### config.mk
export PLATFORM = sky130hd
export DESIGN_NAME = bcm_speed_comm
export DESIGN_NICKNAME = d
export VERILOG_FILES = /design/src/bcm_pkg.sv /design/src/bcm_divider.sv /design/src/bcm_speed_comm.sv
export VERILOG_INCLUDE_DIRS = /design/src
export SDC_FILE = /design/constraint.sdc
export NUM_CORES = 2
export LEC_CHECK = 0
export ABC_CLOCK_PERIOD_IN_PS = 8700
export BUFFER_PORTS_ARGS = -buffer_cell sky130_fd_sc_hd__buf_2
export CORE_MARGIN = 2
export CORE_UTILIZATION = 56
export DETAILED_ROUTE_END_ITERATION = 6
export GPL_TIMING_DRIVEN = 0
export PLACE_DENSITY = 0.74
export SYNTH_ARGS = -nofsm -noshare
export SYNTH_HDL_FRONTEND = slang
export SYNTH_HIERARCHICAL = 1
export SYNTH_SLANG_ARGS = --single-unit
### constraint.sdc
create_clock -name clk_i -period 8.7 [get_ports clk_i]
set_input_delay 0.87 -clock clk_i [delete_from_list [all_inputs] [get_ports clk_i]]
set_output_delay 0.87 -clock clk_i [all_outputs]
set_load 0.02 [all_outputs]
### src/bcm_map.svh
// Offsets, field positions, reset values and timing counts of the speed block.
// Assumes byte addressing on an 8-bit Wishbone address, one 32-bit word per register.
`ifndef BCM_MAP_SVH
`define BCM_MAP_SVH

// ****************************************************************
// Register offsets
// ****************************************************************
`define BCM_ADR_CTRL        8'h00
`define BCM_ADR_SCALE       8'h04
`define BCM_ADR_DUTY        8'h08
`define BCM_ADR_GAIN_IN     8'h0c
`define BCM_ADR_GAIN_OUT    8'h10
`define BCM_ADR_STATUS      8'h14
`define BCM_ADR_REV_PERIOD  8'h18
`define BCM_ADR_SEC_PERIOD  8'h1c
`define BCM_ADR_OMEGA       8'h20
`define BCM_ADR_PHASES      8'h24
`define BCM_ADR_CMD_BASE    8'h40
`define BCM_CMD_WORDS       24

// ****************************************************************
// Field positions and reset values
// ****************************************************************
`define BCM_CTRL_SECTOR_BIT 0
`define BCM_CTRL_COMM_BIT   1
`define BCM_CTRL_RESET      2'h2
`define BCM_STAT_DIR_BIT    4
`define BCM_GAIN_FMT_BIT    24
`define BCM_Q23_MAX         24'h7fffff
`define BCM_Q23_MIN         24'h800000
`define BCM_SECTORS         3'h6

// ****************************************************************
// Timing
// ****************************************************************
`define BCM_CLK_HZ          10000000
`define BCM_CALC_PERIOD_US  100
`define BCM_CALC_CYCLES     ((`BCM_CALC_PERIOD_US * `BCM_CLK_HZ) / 1000000)

`endif

### src/bcm_pkg.sv
// Types shared by the speed and commutation block.
// Assumes the constants of bcm_map.svh for all numbers.
package bcm_pkg;

   // ****************************************************************
   // Fractions and commands
   // ****************************************************************
   typedef logic signed [23:0] bcm_q23_t;

   typedef enum logic [1:0] {
      BCM_ON_HIGH  = 2'b00,
      BCM_ON_LOW   = 2'b01,
      BCM_OFF_LOW  = 2'b10,
      BCM_OFF_HIGH = 2'b11
   } bcm_chan_state_e;

   typedef struct packed {
      logic [7:0] option;
      logic [7:0] comp_state;
      logic [7:0] base_state;
      logic [7:0] chan;
   } bcm_cmd_s;

   typedef struct packed {
      bcm_chan_state_e base_state;
      bcm_chan_state_e comp_state;
      logic            invert_duty_sign;
      logic            pending_sign;
   } bcm_phase_s;

   typedef enum logic [1:0] {
      BCM_COMM_IDLE = 2'b00,
      BCM_COMM_OFF  = 2'b01,
      BCM_COMM_ON   = 2'b10
   } bcm_comm_e;

   typedef enum logic {
      BCM_DIV_IDLE = 1'b0,
      BCM_DIV_RUN  = 1'b1
   } bcm_div_e;

endpackage

### src/bcm_divider.sv
// Serial divider giving a saturated Q1.23 speed from scale and period.
// Assumes start is a one-cycle pulse on the same clock; 48 cycles from start to result.
`timescale 1ns/10ps
`include "bcm_map.svh"

module bcm_divider (
   input  wire logic        clk_i,
   input  wire logic        rst_i,
   input  wire logic        start_i,
   input  wire logic [23:0] scale_i,
   input  wire logic [23:0] period_i,
   output logic             done_o,
   output logic [23:0]      quot_o
);

   // ****************************************************************
   // Restoring division of scale * 2^23 by period
   // ****************************************************************
   bcm_pkg::bcm_div_e state_reg;
   logic [46:0]       num_reg;
   logic [46:0]       quot_reg;
   logic [24:0]       rem_reg;
   logic [23:0]       den_reg;
   logic [5:0]        cnt_reg;
   logic [24:0]       rem_shift;
   logic              fits;

   assign rem_shift = {rem_reg[23:0], num_reg[46]};
   assign fits      = rem_shift >= {1'b0, den_reg};

   always_ff @(posedge clk_i) begin
      if (rst_i) begin
         state_reg <= bcm_pkg::BCM_DIV_IDLE;
         num_reg   <= 47'h0;
         quot_reg  <= 47'h0;
         rem_reg   <= 25'h0;
         den_reg   <= 24'h0;
         cnt_reg   <= 6'h0;
         done_o    <= 1'b0;
         quot_o    <= 24'h0;
      end else begin
         done_o <= 1'b0;
         case (state_reg)
            bcm_pkg::BCM_DIV_IDLE: begin
               if (start_i) begin
                  num_reg   <= {scale_i, 23'h0};
                  den_reg   <= period_i;
                  rem_reg   <= 25'h0;
                  quot_reg  <= 47'h0;
                  cnt_reg   <= 6'd47;
                  state_reg <= bcm_pkg::BCM_DIV_RUN;
               end
            end
            bcm_pkg::BCM_DIV_RUN: begin
               if (cnt_reg == 6'h0) begin
                  // Zero period or overflow saturates to full speed
                  if (den_reg == 24'h0 || quot_reg[46:23] != 24'h0) begin
                     quot_o <= `BCM_Q23_MAX;
                  end else begin
                     quot_o <= quot_reg[23:0];
                  end
                  done_o    <= 1'b1;
                  state_reg <= bcm_pkg::BCM_DIV_IDLE;
               end else begin
                  num_reg  <= {num_reg[45:0], 1'b0};
                  rem_reg  <= fits ? (rem_shift - {1'b0, den_reg}) : rem_shift;
                  quot_reg <= {quot_reg[45:0], fits};
                  cnt_reg  <= cnt_reg - 6'h1;
               end
            end
            default: state_reg <= bcm_pkg::BCM_DIV_IDLE;
         endcase
      end
   end

endmodule // bcm_divider

### src/bcm_speed_comm.sv
// Hall decoding, speed estimate and commutation of three PWM phase pairs.
// Assumes Hall pins are asynchronous, pwm_i comes from a generator on clk_i,
// and software sets up tables over classic Wishbone.
`timescale 1ns/10ps
`include "bcm_map.svh"

module bcm_speed_comm (
   input  wire logic        clk_i,
   input  wire logic        rst_i,
   input  wire logic        cyc_i,
   input  wire logic        stb_i,
   input  wire logic        we_i,
   input  wire logic [7:0]  adr_i,
   input  wire logic [3:0]  sel_i,
   input  wire logic [31:0] dat_i,
   output logic [31:0]      dat_o,
   output logic             ack_o,
   input  wire logic [2:0]  hall_i,
   input  wire logic [2:0]  pwm_i,
   output logic [2:0]       base_pin_o,
   output logic [2:0]       comp_pin_o,
   output logic [71:0]      phase_duty_o,
   output logic [23:0]      omega_o
);

   // ****************************************************************
   // Declarations
   // ****************************************************************
   logic [1:0]          ctrl_reg;
   logic [23:0]         scale_reg;
   bcm_pkg::bcm_q23_t   duty_reg;
   logic [31:0]         gain_in_reg;
   logic [24:0]         gain_out_reg;
   logic [31:0]         cmd_mem [0:`BCM_CMD_WORDS-1];
   logic [2:0]          hall_meta_reg;
   logic [2:0]          hall_sync_reg;
   logic [2:0]          hall_prev_reg;
   logic [23:0]         time_base_one_reg;
   logic [23:0]         edge_time_reg [0:5];
   logic [23:0]         last_edge_reg;
   logic [23:0]         rev_period_reg;
   logic [23:0]         sec_period_reg;
   logic [2:0]          sector_reg;
   logic                dir_reg;
   logic [9:0]          calc_cnt_reg;
   logic                calc_start;
   logic                div_done;
   logic [23:0]         div_quot;
   logic                ack_reg;
   logic                wr_fire;
   logic [31:0]         rd_data;
   logic [2:0]          hall_edges;
   logic [1:0]          edge_phase;
   logic                edge_rise;
   logic [2:0]          new_sector;
   logic                new_dir;
   logic                hall_event;
   logic [4:0]          cmd_idx_reg;
   bcm_pkg::bcm_comm_e  comm_reg;
   bcm_pkg::bcm_cmd_s   cmd_cur;
   bcm_pkg::bcm_phase_s phase_reg [0:2];
   logic [2:0]          edge_slot;
   logic [4:0]          cmd_word;

   // Table index: phase, edge, direction, command number
   function automatic logic [4:0] cmd_index(input logic [1:0] ph, input logic rise,
                                             input logic dir, input logic second);
      cmd_index = 5'({ph, rise, dir, second});
   endfunction

   function automatic logic [2:0] hall_sector(input logic [2:0] code);
      case (code)
         3'b001:  hall_sector = 3'h0;
         3'b011:  hall_sector = 3'h1;
         3'b010:  hall_sector = 3'h2;
         3'b110:  hall_sector = 3'h3;
         3'b100:  hall_sector = 3'h4;
         3'b101:  hall_sector = 3'h5;
         default: hall_sector = 3'h7;
      endcase
   endfunction
   function automatic logic cmd_hit(input logic [7:0] a);
      return a >= `BCM_ADR_CMD_BASE && a < `BCM_ADR_CMD_BASE + 8'(4 * `BCM_CMD_WORDS)
             && a[1:0] == 2'b00;
   endfunction

   // ****************************************************************
   // Wishbone slave
   // ****************************************************************
   // Answer one cycle after the request; ack drops the cycle after
   always_ff @(posedge clk_i) begin
      if (rst_i) begin
         ack_reg <= 1'b0;
         dat_o   <= 32'h0;
      end else begin
         ack_reg <= cyc_i & stb_i & ~ack_reg;
         dat_o   <= rd_data;
      end
   end
   assign ack_o   = ack_reg;
   assign wr_fire = cyc_i & stb_i & we_i & ack_reg & (sel_i == 4'hf);
   assign cmd_word = 5'((adr_i - `BCM_ADR_CMD_BASE) >> 2);

   always_comb begin
      rd_data = 32'h0;
      case (adr_i)
         `BCM_ADR_CTRL:       rd_data = {30'h0, ctrl_reg};
         `BCM_ADR_SCALE:      rd_data = {8'h0, scale_reg};
         `BCM_ADR_DUTY:       rd_data = {8'h0, duty_reg};
         `BCM_ADR_GAIN_IN:    rd_data = gain_in_reg;
         `BCM_ADR_GAIN_OUT:   rd_data = {7'h0, gain_out_reg};
         `BCM_ADR_STATUS:     rd_data = {27'h0, dir_reg, 1'b0, sector_reg};
         `BCM_ADR_REV_PERIOD: rd_data = {8'h0, rev_period_reg};
         `BCM_ADR_SEC_PERIOD: rd_data = {8'h0, sec_period_reg};
         `BCM_ADR_OMEGA:      rd_data = {8'h0, omega_o};
         `BCM_ADR_PHASES:     rd_data = {14'h0, phase_reg[2], phase_reg[1], phase_reg[0]};
         default: begin
            if (cmd_hit(adr_i)) begin
               rd_data = cmd_mem[cmd_word];
            end
         end
      endcase
   end

   // ****************************************************************
   // Software registers
   // ****************************************************************
   always_ff @(posedge clk_i) begin
      if (rst_i) begin
         ctrl_reg    <= `BCM_CTRL_RESET;
         scale_reg   <= 24'h0;
         duty_reg    <= 24'h0;
         gain_in_reg <= 32'h0;
      end else if (wr_fire) begin
         case (adr_i)
            `BCM_ADR_CTRL:    ctrl_reg    <= dat_i[1:0];
            `BCM_ADR_SCALE:   scale_reg   <= dat_i[23:0];
            `BCM_ADR_DUTY:    duty_reg    <= dat_i[23:0];
            `BCM_ADR_GAIN_IN: gain_in_reg <= dat_i;
            default: ;
         endcase
      end
   end

   // Table contents are stored as written; no reset needed
   always_ff @(posedge clk_i) begin
      if (wr_fire && cmd_hit(adr_i)) begin
         cmd_mem[cmd_word] <= dat_i;
      end
   end

   // Small gains keep 23 fraction bits, large ones drop to 15
   always_ff @(posedge clk_i) begin
      if (rst_i) begin
         gain_out_reg <= 25'h0;
      end else if (gain_in_reg[31:23] == {9{gain_in_reg[23]}}) begin
         gain_out_reg <= {1'b0, gain_in_reg[23:0]};
      end else begin
         gain_out_reg <= {1'b1, gain_in_reg[31:8]};
      end
   end

   // ****************************************************************
   // Hall inputs and timer base
   // ****************************************************************
   always_ff @(posedge clk_i) begin
      if (rst_i) begin
         hall_meta_reg     <= 3'h0;
         hall_sync_reg     <= 3'h0;
         hall_prev_reg     <= 3'h0;
         time_base_one_reg <= 24'h0;
      end else begin
         hall_meta_reg     <= hall_i;
         hall_sync_reg     <= hall_meta_reg;
         hall_prev_reg     <= hall_sync_reg;
         time_base_one_reg <= time_base_one_reg + 24'h1;
      end
   end

   assign hall_edges = hall_sync_reg ^ hall_prev_reg;
   // Reset leaves 000 behind; the first real sample is no edge
   assign hall_event = |hall_edges && hall_prev_reg != 3'h0;

   // Lowest channel wins if two sensors move together; never in a sane motor
   always_comb begin
      edge_phase = 2'h0;
      if (hall_edges[0]) begin
         edge_phase = 2'h0;
      end else if (hall_edges[1]) begin
         edge_phase = 2'h1;
      end else if (hall_edges[2]) begin
         edge_phase = 2'h2;
      end
   end
   assign edge_rise  = hall_sync_reg[edge_phase];
   assign edge_slot  = 3'({edge_phase, edge_rise});
   assign new_sector = hall_sector(hall_sync_reg);
   // Forward step of the sector sequence means incremental
   assign new_dir    = ~((sector_reg == `BCM_SECTORS - 3'h1) ? (new_sector == 3'h0)
                                                           : (new_sector == sector_reg + 3'h1));

   // ****************************************************************
   // Period measurement
   // ****************************************************************
   // One electrical turn spans six sectors, back to the same edge
   // The period is electrical; poles are folded into the scale
   always_ff @(posedge clk_i) begin
      if (rst_i) begin
         for (int i = 0; i < 6; i++) begin
            edge_time_reg[i] <= 24'h0;
         end
         last_edge_reg  <= 24'h0;
         rev_period_reg <= 24'h0;
         sec_period_reg <= 24'h0;
         sector_reg     <= 3'h0;
         dir_reg        <= 1'b0;
      end else if (hall_event) begin
         edge_time_reg[edge_slot] <= time_base_one_reg;
         rev_period_reg <= time_base_one_reg - edge_time_reg[edge_slot];
         sec_period_reg <= time_base_one_reg - last_edge_reg;
         last_edge_reg  <= time_base_one_reg;
         if (new_sector != 3'h7) begin
            sector_reg <= new_sector;
            dir_reg    <= new_dir;
         end
      end
   end

   // ****************************************************************
   // Speed estimate
   // ****************************************************************
   // Tick every 100 us, two PWM periods at 20 kHz
   always_ff @(posedge clk_i) begin
      if (rst_i) begin
         calc_cnt_reg <= 10'h0;
      end else if (calc_cnt_reg == 10'(`BCM_CALC_CYCLES - 1)) begin
         calc_cnt_reg <= 10'h0;
      end else begin
         calc_cnt_reg <= calc_cnt_reg + 10'h1;
      end
   end
   assign calc_start = calc_cnt_reg == 10'(`BCM_CALC_CYCLES - 1);

   // Sector period times six stands in for a turn
   // Result is a Q1.23 fraction of the speed range
   bcm_divider u_divider (
      .clk_i    (clk_i),
      .rst_i    (rst_i),
      .start_i  (calc_start),
      .scale_i  (ctrl_reg[`BCM_CTRL_SECTOR_BIT] ? 24'(scale_reg / 24'd6) : scale_reg),
      .period_i (ctrl_reg[`BCM_CTRL_SECTOR_BIT] ? sec_period_reg : rev_period_reg),
      .done_o   (div_done),
      .quot_o   (div_quot)
   );

   always_ff @(posedge clk_i) begin
      if (rst_i) begin
         omega_o <= 24'h0;
      end else if (div_done) begin
         omega_o <= div_quot;
      end
   end

   // ****************************************************************
   // Commutation
   // ****************************************************************
   // Off command first, then on command
   always_ff @(posedge clk_i) begin
      if (rst_i) begin
         comm_reg    <= bcm_pkg::BCM_COMM_IDLE;
         cmd_idx_reg <= 5'h0;
      end else begin
         case (comm_reg)
            bcm_pkg::BCM_COMM_IDLE: begin
               if (hall_event && ctrl_reg[`BCM_CTRL_COMM_BIT] && new_sector != 3'h7) begin
                  cmd_idx_reg <= cmd_index(edge_phase, edge_rise, new_dir, 1'b0);
                  comm_reg    <= bcm_pkg::BCM_COMM_OFF;
               end
            end
            bcm_pkg::BCM_COMM_OFF: begin
               cmd_idx_reg <= cmd_idx_reg | 5'h1;
               comm_reg    <= bcm_pkg::BCM_COMM_ON;
            end
            bcm_pkg::BCM_COMM_ON: comm_reg <= bcm_pkg::BCM_COMM_IDLE;
            default:              comm_reg <= bcm_pkg::BCM_COMM_IDLE;
         endcase
      end
   end
   assign cmd_cur = bcm_pkg::bcm_cmd_s'(cmd_mem[cmd_idx_reg]);

   generate
      for (genvar p = 0; p < 3; p++) begin : g_phase
         logic turns_on;
         logic [23:0] neg_duty;

         assign turns_on = ~cmd_cur.base_state[1];

         always_ff @(posedge clk_i) begin
            if (rst_i) begin
               phase_reg[p] <= '{bcm_pkg::BCM_OFF_LOW, bcm_pkg::BCM_OFF_LOW, 1'b0, 1'b0};
            end else if (comm_reg != bcm_pkg::BCM_COMM_IDLE && cmd_cur.chan == 8'(p)) begin
               phase_reg[p].base_state <= bcm_pkg::bcm_chan_state_e'(cmd_cur.base_state[1:0]);
               phase_reg[p].comp_state <= bcm_pkg::bcm_chan_state_e'(cmd_cur.comp_state[1:0]);
               if (turns_on) begin
                  phase_reg[p].invert_duty_sign <= cmd_cur.option[0];
               end else begin
                  phase_reg[p].pending_sign <= cmd_cur.option[0];
               end
            end else if (phase_reg[p].base_state[1] == 1'b1) begin
               // Stored option is copied to the duty sign on every cycle the phase is off and no command targets it
               phase_reg[p].invert_duty_sign <= phase_reg[p].pending_sign;
            end
         end

         // Negating minus one saturates to the largest fraction
         assign neg_duty = (duty_reg == `BCM_Q23_MIN) ? `BCM_Q23_MAX : 24'(-duty_reg);

         always_ff @(posedge clk_i) begin
            if (rst_i) begin
               phase_duty_o[24*p +: 24] <= 24'h0;
               base_pin_o[p]            <= 1'b0;
               comp_pin_o[p]            <= 1'b0;
            end else begin
               phase_duty_o[24*p +: 24] <= phase_reg[p].invert_duty_sign ? neg_duty
                                                                          : duty_reg;
               case (phase_reg[p].base_state)
                  bcm_pkg::BCM_ON_HIGH: base_pin_o[p] <= pwm_i[p];
                  bcm_pkg::BCM_ON_LOW:  base_pin_o[p] <= ~pwm_i[p];
                  bcm_pkg::BCM_OFF_LOW: base_pin_o[p] <= 1'b0;
                  default:              base_pin_o[p] <= 1'b1;
               endcase
               case (phase_reg[p].comp_state)
                  bcm_pkg::BCM_ON_HIGH: comp_pin_o[p] <= pwm_i[p];
                  bcm_pkg::BCM_ON_LOW:  comp_pin_o[p] <= ~pwm_i[p];
                  bcm_pkg::BCM_OFF_LOW: comp_pin_o[p] <= 1'b0;
                  default:              comp_pin_o[p] <= 1'b1;
               endcase
            end
         end
      end
   endgenerate

endmodule // bcm_speed_comm

==> impl_results.md <==
- Post-CTS resize count: 0
- Post-CTS Hold Buffers: 0
- Crit path kind: reg -> reg
- TNS Setup: 0 ns
- DP Wirelength: 148.2 mm
- RSZ-0062 raised after global routing: no
- Core Region: 0.1140 mm^2
- Post-route ant nets: 0
- Final Critical Period: 7.517 ns
- Layout area overhead: 13.46%
- Hold Vio Cnt, Final: 0
- Critical Path AT: 8.16 ns
- Post-route DRC violation count: 0
- Clock tree buffer depth: 3
- Slew margin rel.: 3.929%
- Worst Reg-to-Reg Cells: 25
- Mapped Avg Cell Area: 11.87 um^2
- Die ar.: 0.1173 mm^2
- Final hold slack: 0.3469 ns
- Hold Crit Start: stb_i
- CTS buffer count: 148
- Outcome: complete, no violations
- Root Buffer: clkbuf_16
- Max FFs per register: 768
- Startpoint types: register
- Cell Area, Placed: 0.06790 mm^2
- Leakage: 24.43 nW
- CTS tree: yes
- Starting Density: 56.28%
- Ports: 190
- R2R setup slack: 1.18 ns
- Share of the core filled with cells: 63.86%
- Crit. End Element: register
- Pwr dens: 201.6 mW/mm^2
- Post-CTS setup repair buffer count: 0
- Max-cap viol count: 0
- HP Class: in -> reg
- Post-synth top area cell: edfxtp_1
- Hold EP: ack_o
- Via Count: 49.11k
- Net count after synthesis: 5543
- Prevailing post-synth register cell: edfxtp_1
- FFs w/ async S/R, synth: 0%
- Slew Limit Fails: 0
- Mapped cell area: 0.06418 mm^2
- # port buffers: 186
- Required time worst endpoint: 9.35 ns
- Post-route cell area: 0.07282 mm^2
- Number of global-route vias before repair: 46.46k
- Reg2reg start: hall_sync_reg[2]
- Chip Width: 342.5 um
- Seq/Total Area, Yosys: 59.70%
- # rows: 124
- Peak VDD IR: 0.2268 mV
- Count leader, synth: edfxtp_1
- Gr ovfl total: 0
- TritonRoute pass-1 iters: 6
- Top cells by count, synth: edfxtp_1, nand2_1, dfxtp_1, nor2_1, a21oi_1
- Clock Latency Late Sink: 0.85 ns
- Detailed Route WL: 212.7 mm
- Distinct cells, synth: 104
- Reg-to-reg critical path endpoint: rev_period_reg[23]
- Yosys warns: 6
- Hold Path Stages: 3
- Largest net degree at the start of global routing: 29
- Period utilization: 86.40%
- First-pass GRT wire length: 306.3 mm
- Final setup vio count: 0
- DR iter-0 viols: 7338
- Share of layout cells above drive strength 1: 13.73%
- CTS sink cnt: 1449
- Worst-Margin Slew: 1.441 ns
- H-tree levels: 4
- Initial antenna violation count: 24
- GPL Wtd Cong: 1.031
- Met1 GRT Util: 45.56%
- Worst-path clk slew: 0.06 ns
- Post-synth EDFFs: 930
- Synthesized instance count: 5408
- Clock Skews: 0.05782 ns
- Total track usage: 35.83%
- Fin nets: 5914
- Drt wl/cell: 28.68 um
- Max Fclk: 133.0 MHz
- Die Ht: 342.5 um
- GR peak layer: met2
- Synth top area cells: edfxtp_1, dfxtp_1, mux4_2
- CP max FO: 10
- Top cell type's share of synthesized area: 43.51%
- GR Layer Usage met3: 9.929%
- Via density per instance: 6.624
- Met2 usage: 55.52%
- Seq cells post-synth: 1449
## power breakdown
group          total (W)  switching, W  internal [W]
registers        0.00741     0.0000466       0.00736
clock network    0.00641       0.00284       0.00357
logic           0.000866      0.000607      0.000260
total             0.0147       0.00349        0.0112
## layout make-up
cell class	count	area, um^2
Timing Repair Buffer	221	1612
Clock buffer	187	3953
Fill cell	8429	41210
Clock inverter	75	933.4
Inverter	148	555.5
Antenna cell	11	27.53
Sequential cell	1449	38320
Buffer	388	1529
Multi-Input combinational cell	3423	24000
Tap cell	1512	1892
## worst max-delay path, stage by stage, from the launching register on
cell and delay, ns:
dfxtp_1 0.30, clkbuf_1 0.26, nor2b_1 0.18, o22ai_1 0.10
a221oi_1 1.13, clkbuf_1 0.47, buf_1 0.48, nand2_1 0.11
nand3_1 0.10, a31oi_1 0.17, ha_1 0.36, a21boi_0 0.14
o21ai_0 0.24, a21oi_1 0.14, o21ai_0 0.22, a21oi_1 0.12
o21ai_0 0.22, a21oi_1 0.12, o21a_1 0.19, o21ai_0 0.33
a21oi_1 0.21, o21ai_0 0.28, o211ai_1 0.17, and3_1 0.21
o311ai_0 1.02, nand2_1 0.09
## metal layers
metal  up-vias  routed length (um)
met2      3626               96340
met1     23727               75350
met4        22               13920
met3       798               26900
li1      20939                   -
met5         -                 143
## through the flow
stage | setup WS [ns] | std cells | power (W)
finish | 1.183 | 7414 | 0.01468
global route | 0.8177 | 7408 | 0.01501
CTS | 1.511 | 7403 | 0.01466
detailed placement | 1.562 | 7141 | 0.008375
global placement | 0.4703 | 7106 | 0.008350
floorplan | 3.570 | 5408 | 0.008003
## cells in the final DEF, fill, tap and decap left out, types with 47 or more instances in the layout
master / count
a221oi_1: 47
nor2b_1: 49
nor2_1: 441
a31oi_1: 70
buf_2: 198
clkbuf_16: 149
o211ai_1: 52
a21oi_1: 427
ha_1: 77
nand3_1: 156
clkbuf_1: 342
a22oi_1: 103
nand2_1: 725
dfxtp_1: 519
mux4_2: 241
a211oi_1: 50
and2_1: 59
o21ai_0: 111
mux2i_1: 97
edfxtp_1: 930
inv_1: 145
buf_1: 52
xnor2_1: 51
nor3_1: 96
## worst max path at each step
stage                     startpoint                 end  slack [ns]  cells past startpoint
floorplan           hall_sync_reg[2]  rev_period_reg[23]        3.57                     28
global placement            sel_i[3]     cmd_mem[16][20]        0.47                      7
detailed placement  hall_sync_reg[2]  rev_period_reg[23]        1.56                     25
CTS                 hall_sync_reg[2]  rev_period_reg[23]        1.51                     25
global route        hall_sync_reg[2]  rev_period_reg[23]        0.82                     25
finish              hall_sync_reg[2]  rev_period_reg[23]        1.18                     25
## kinds of logic after synthesis
kind of cell | synth area share, %
compound gates | 11.16
xor+xnor | 1.306
fa+ha+maj | 1.595
buf+inv | 3.246
flops | 59.70
mux | 10.52
simple gates | 12.47
Power figures use the tool's default switching activity.
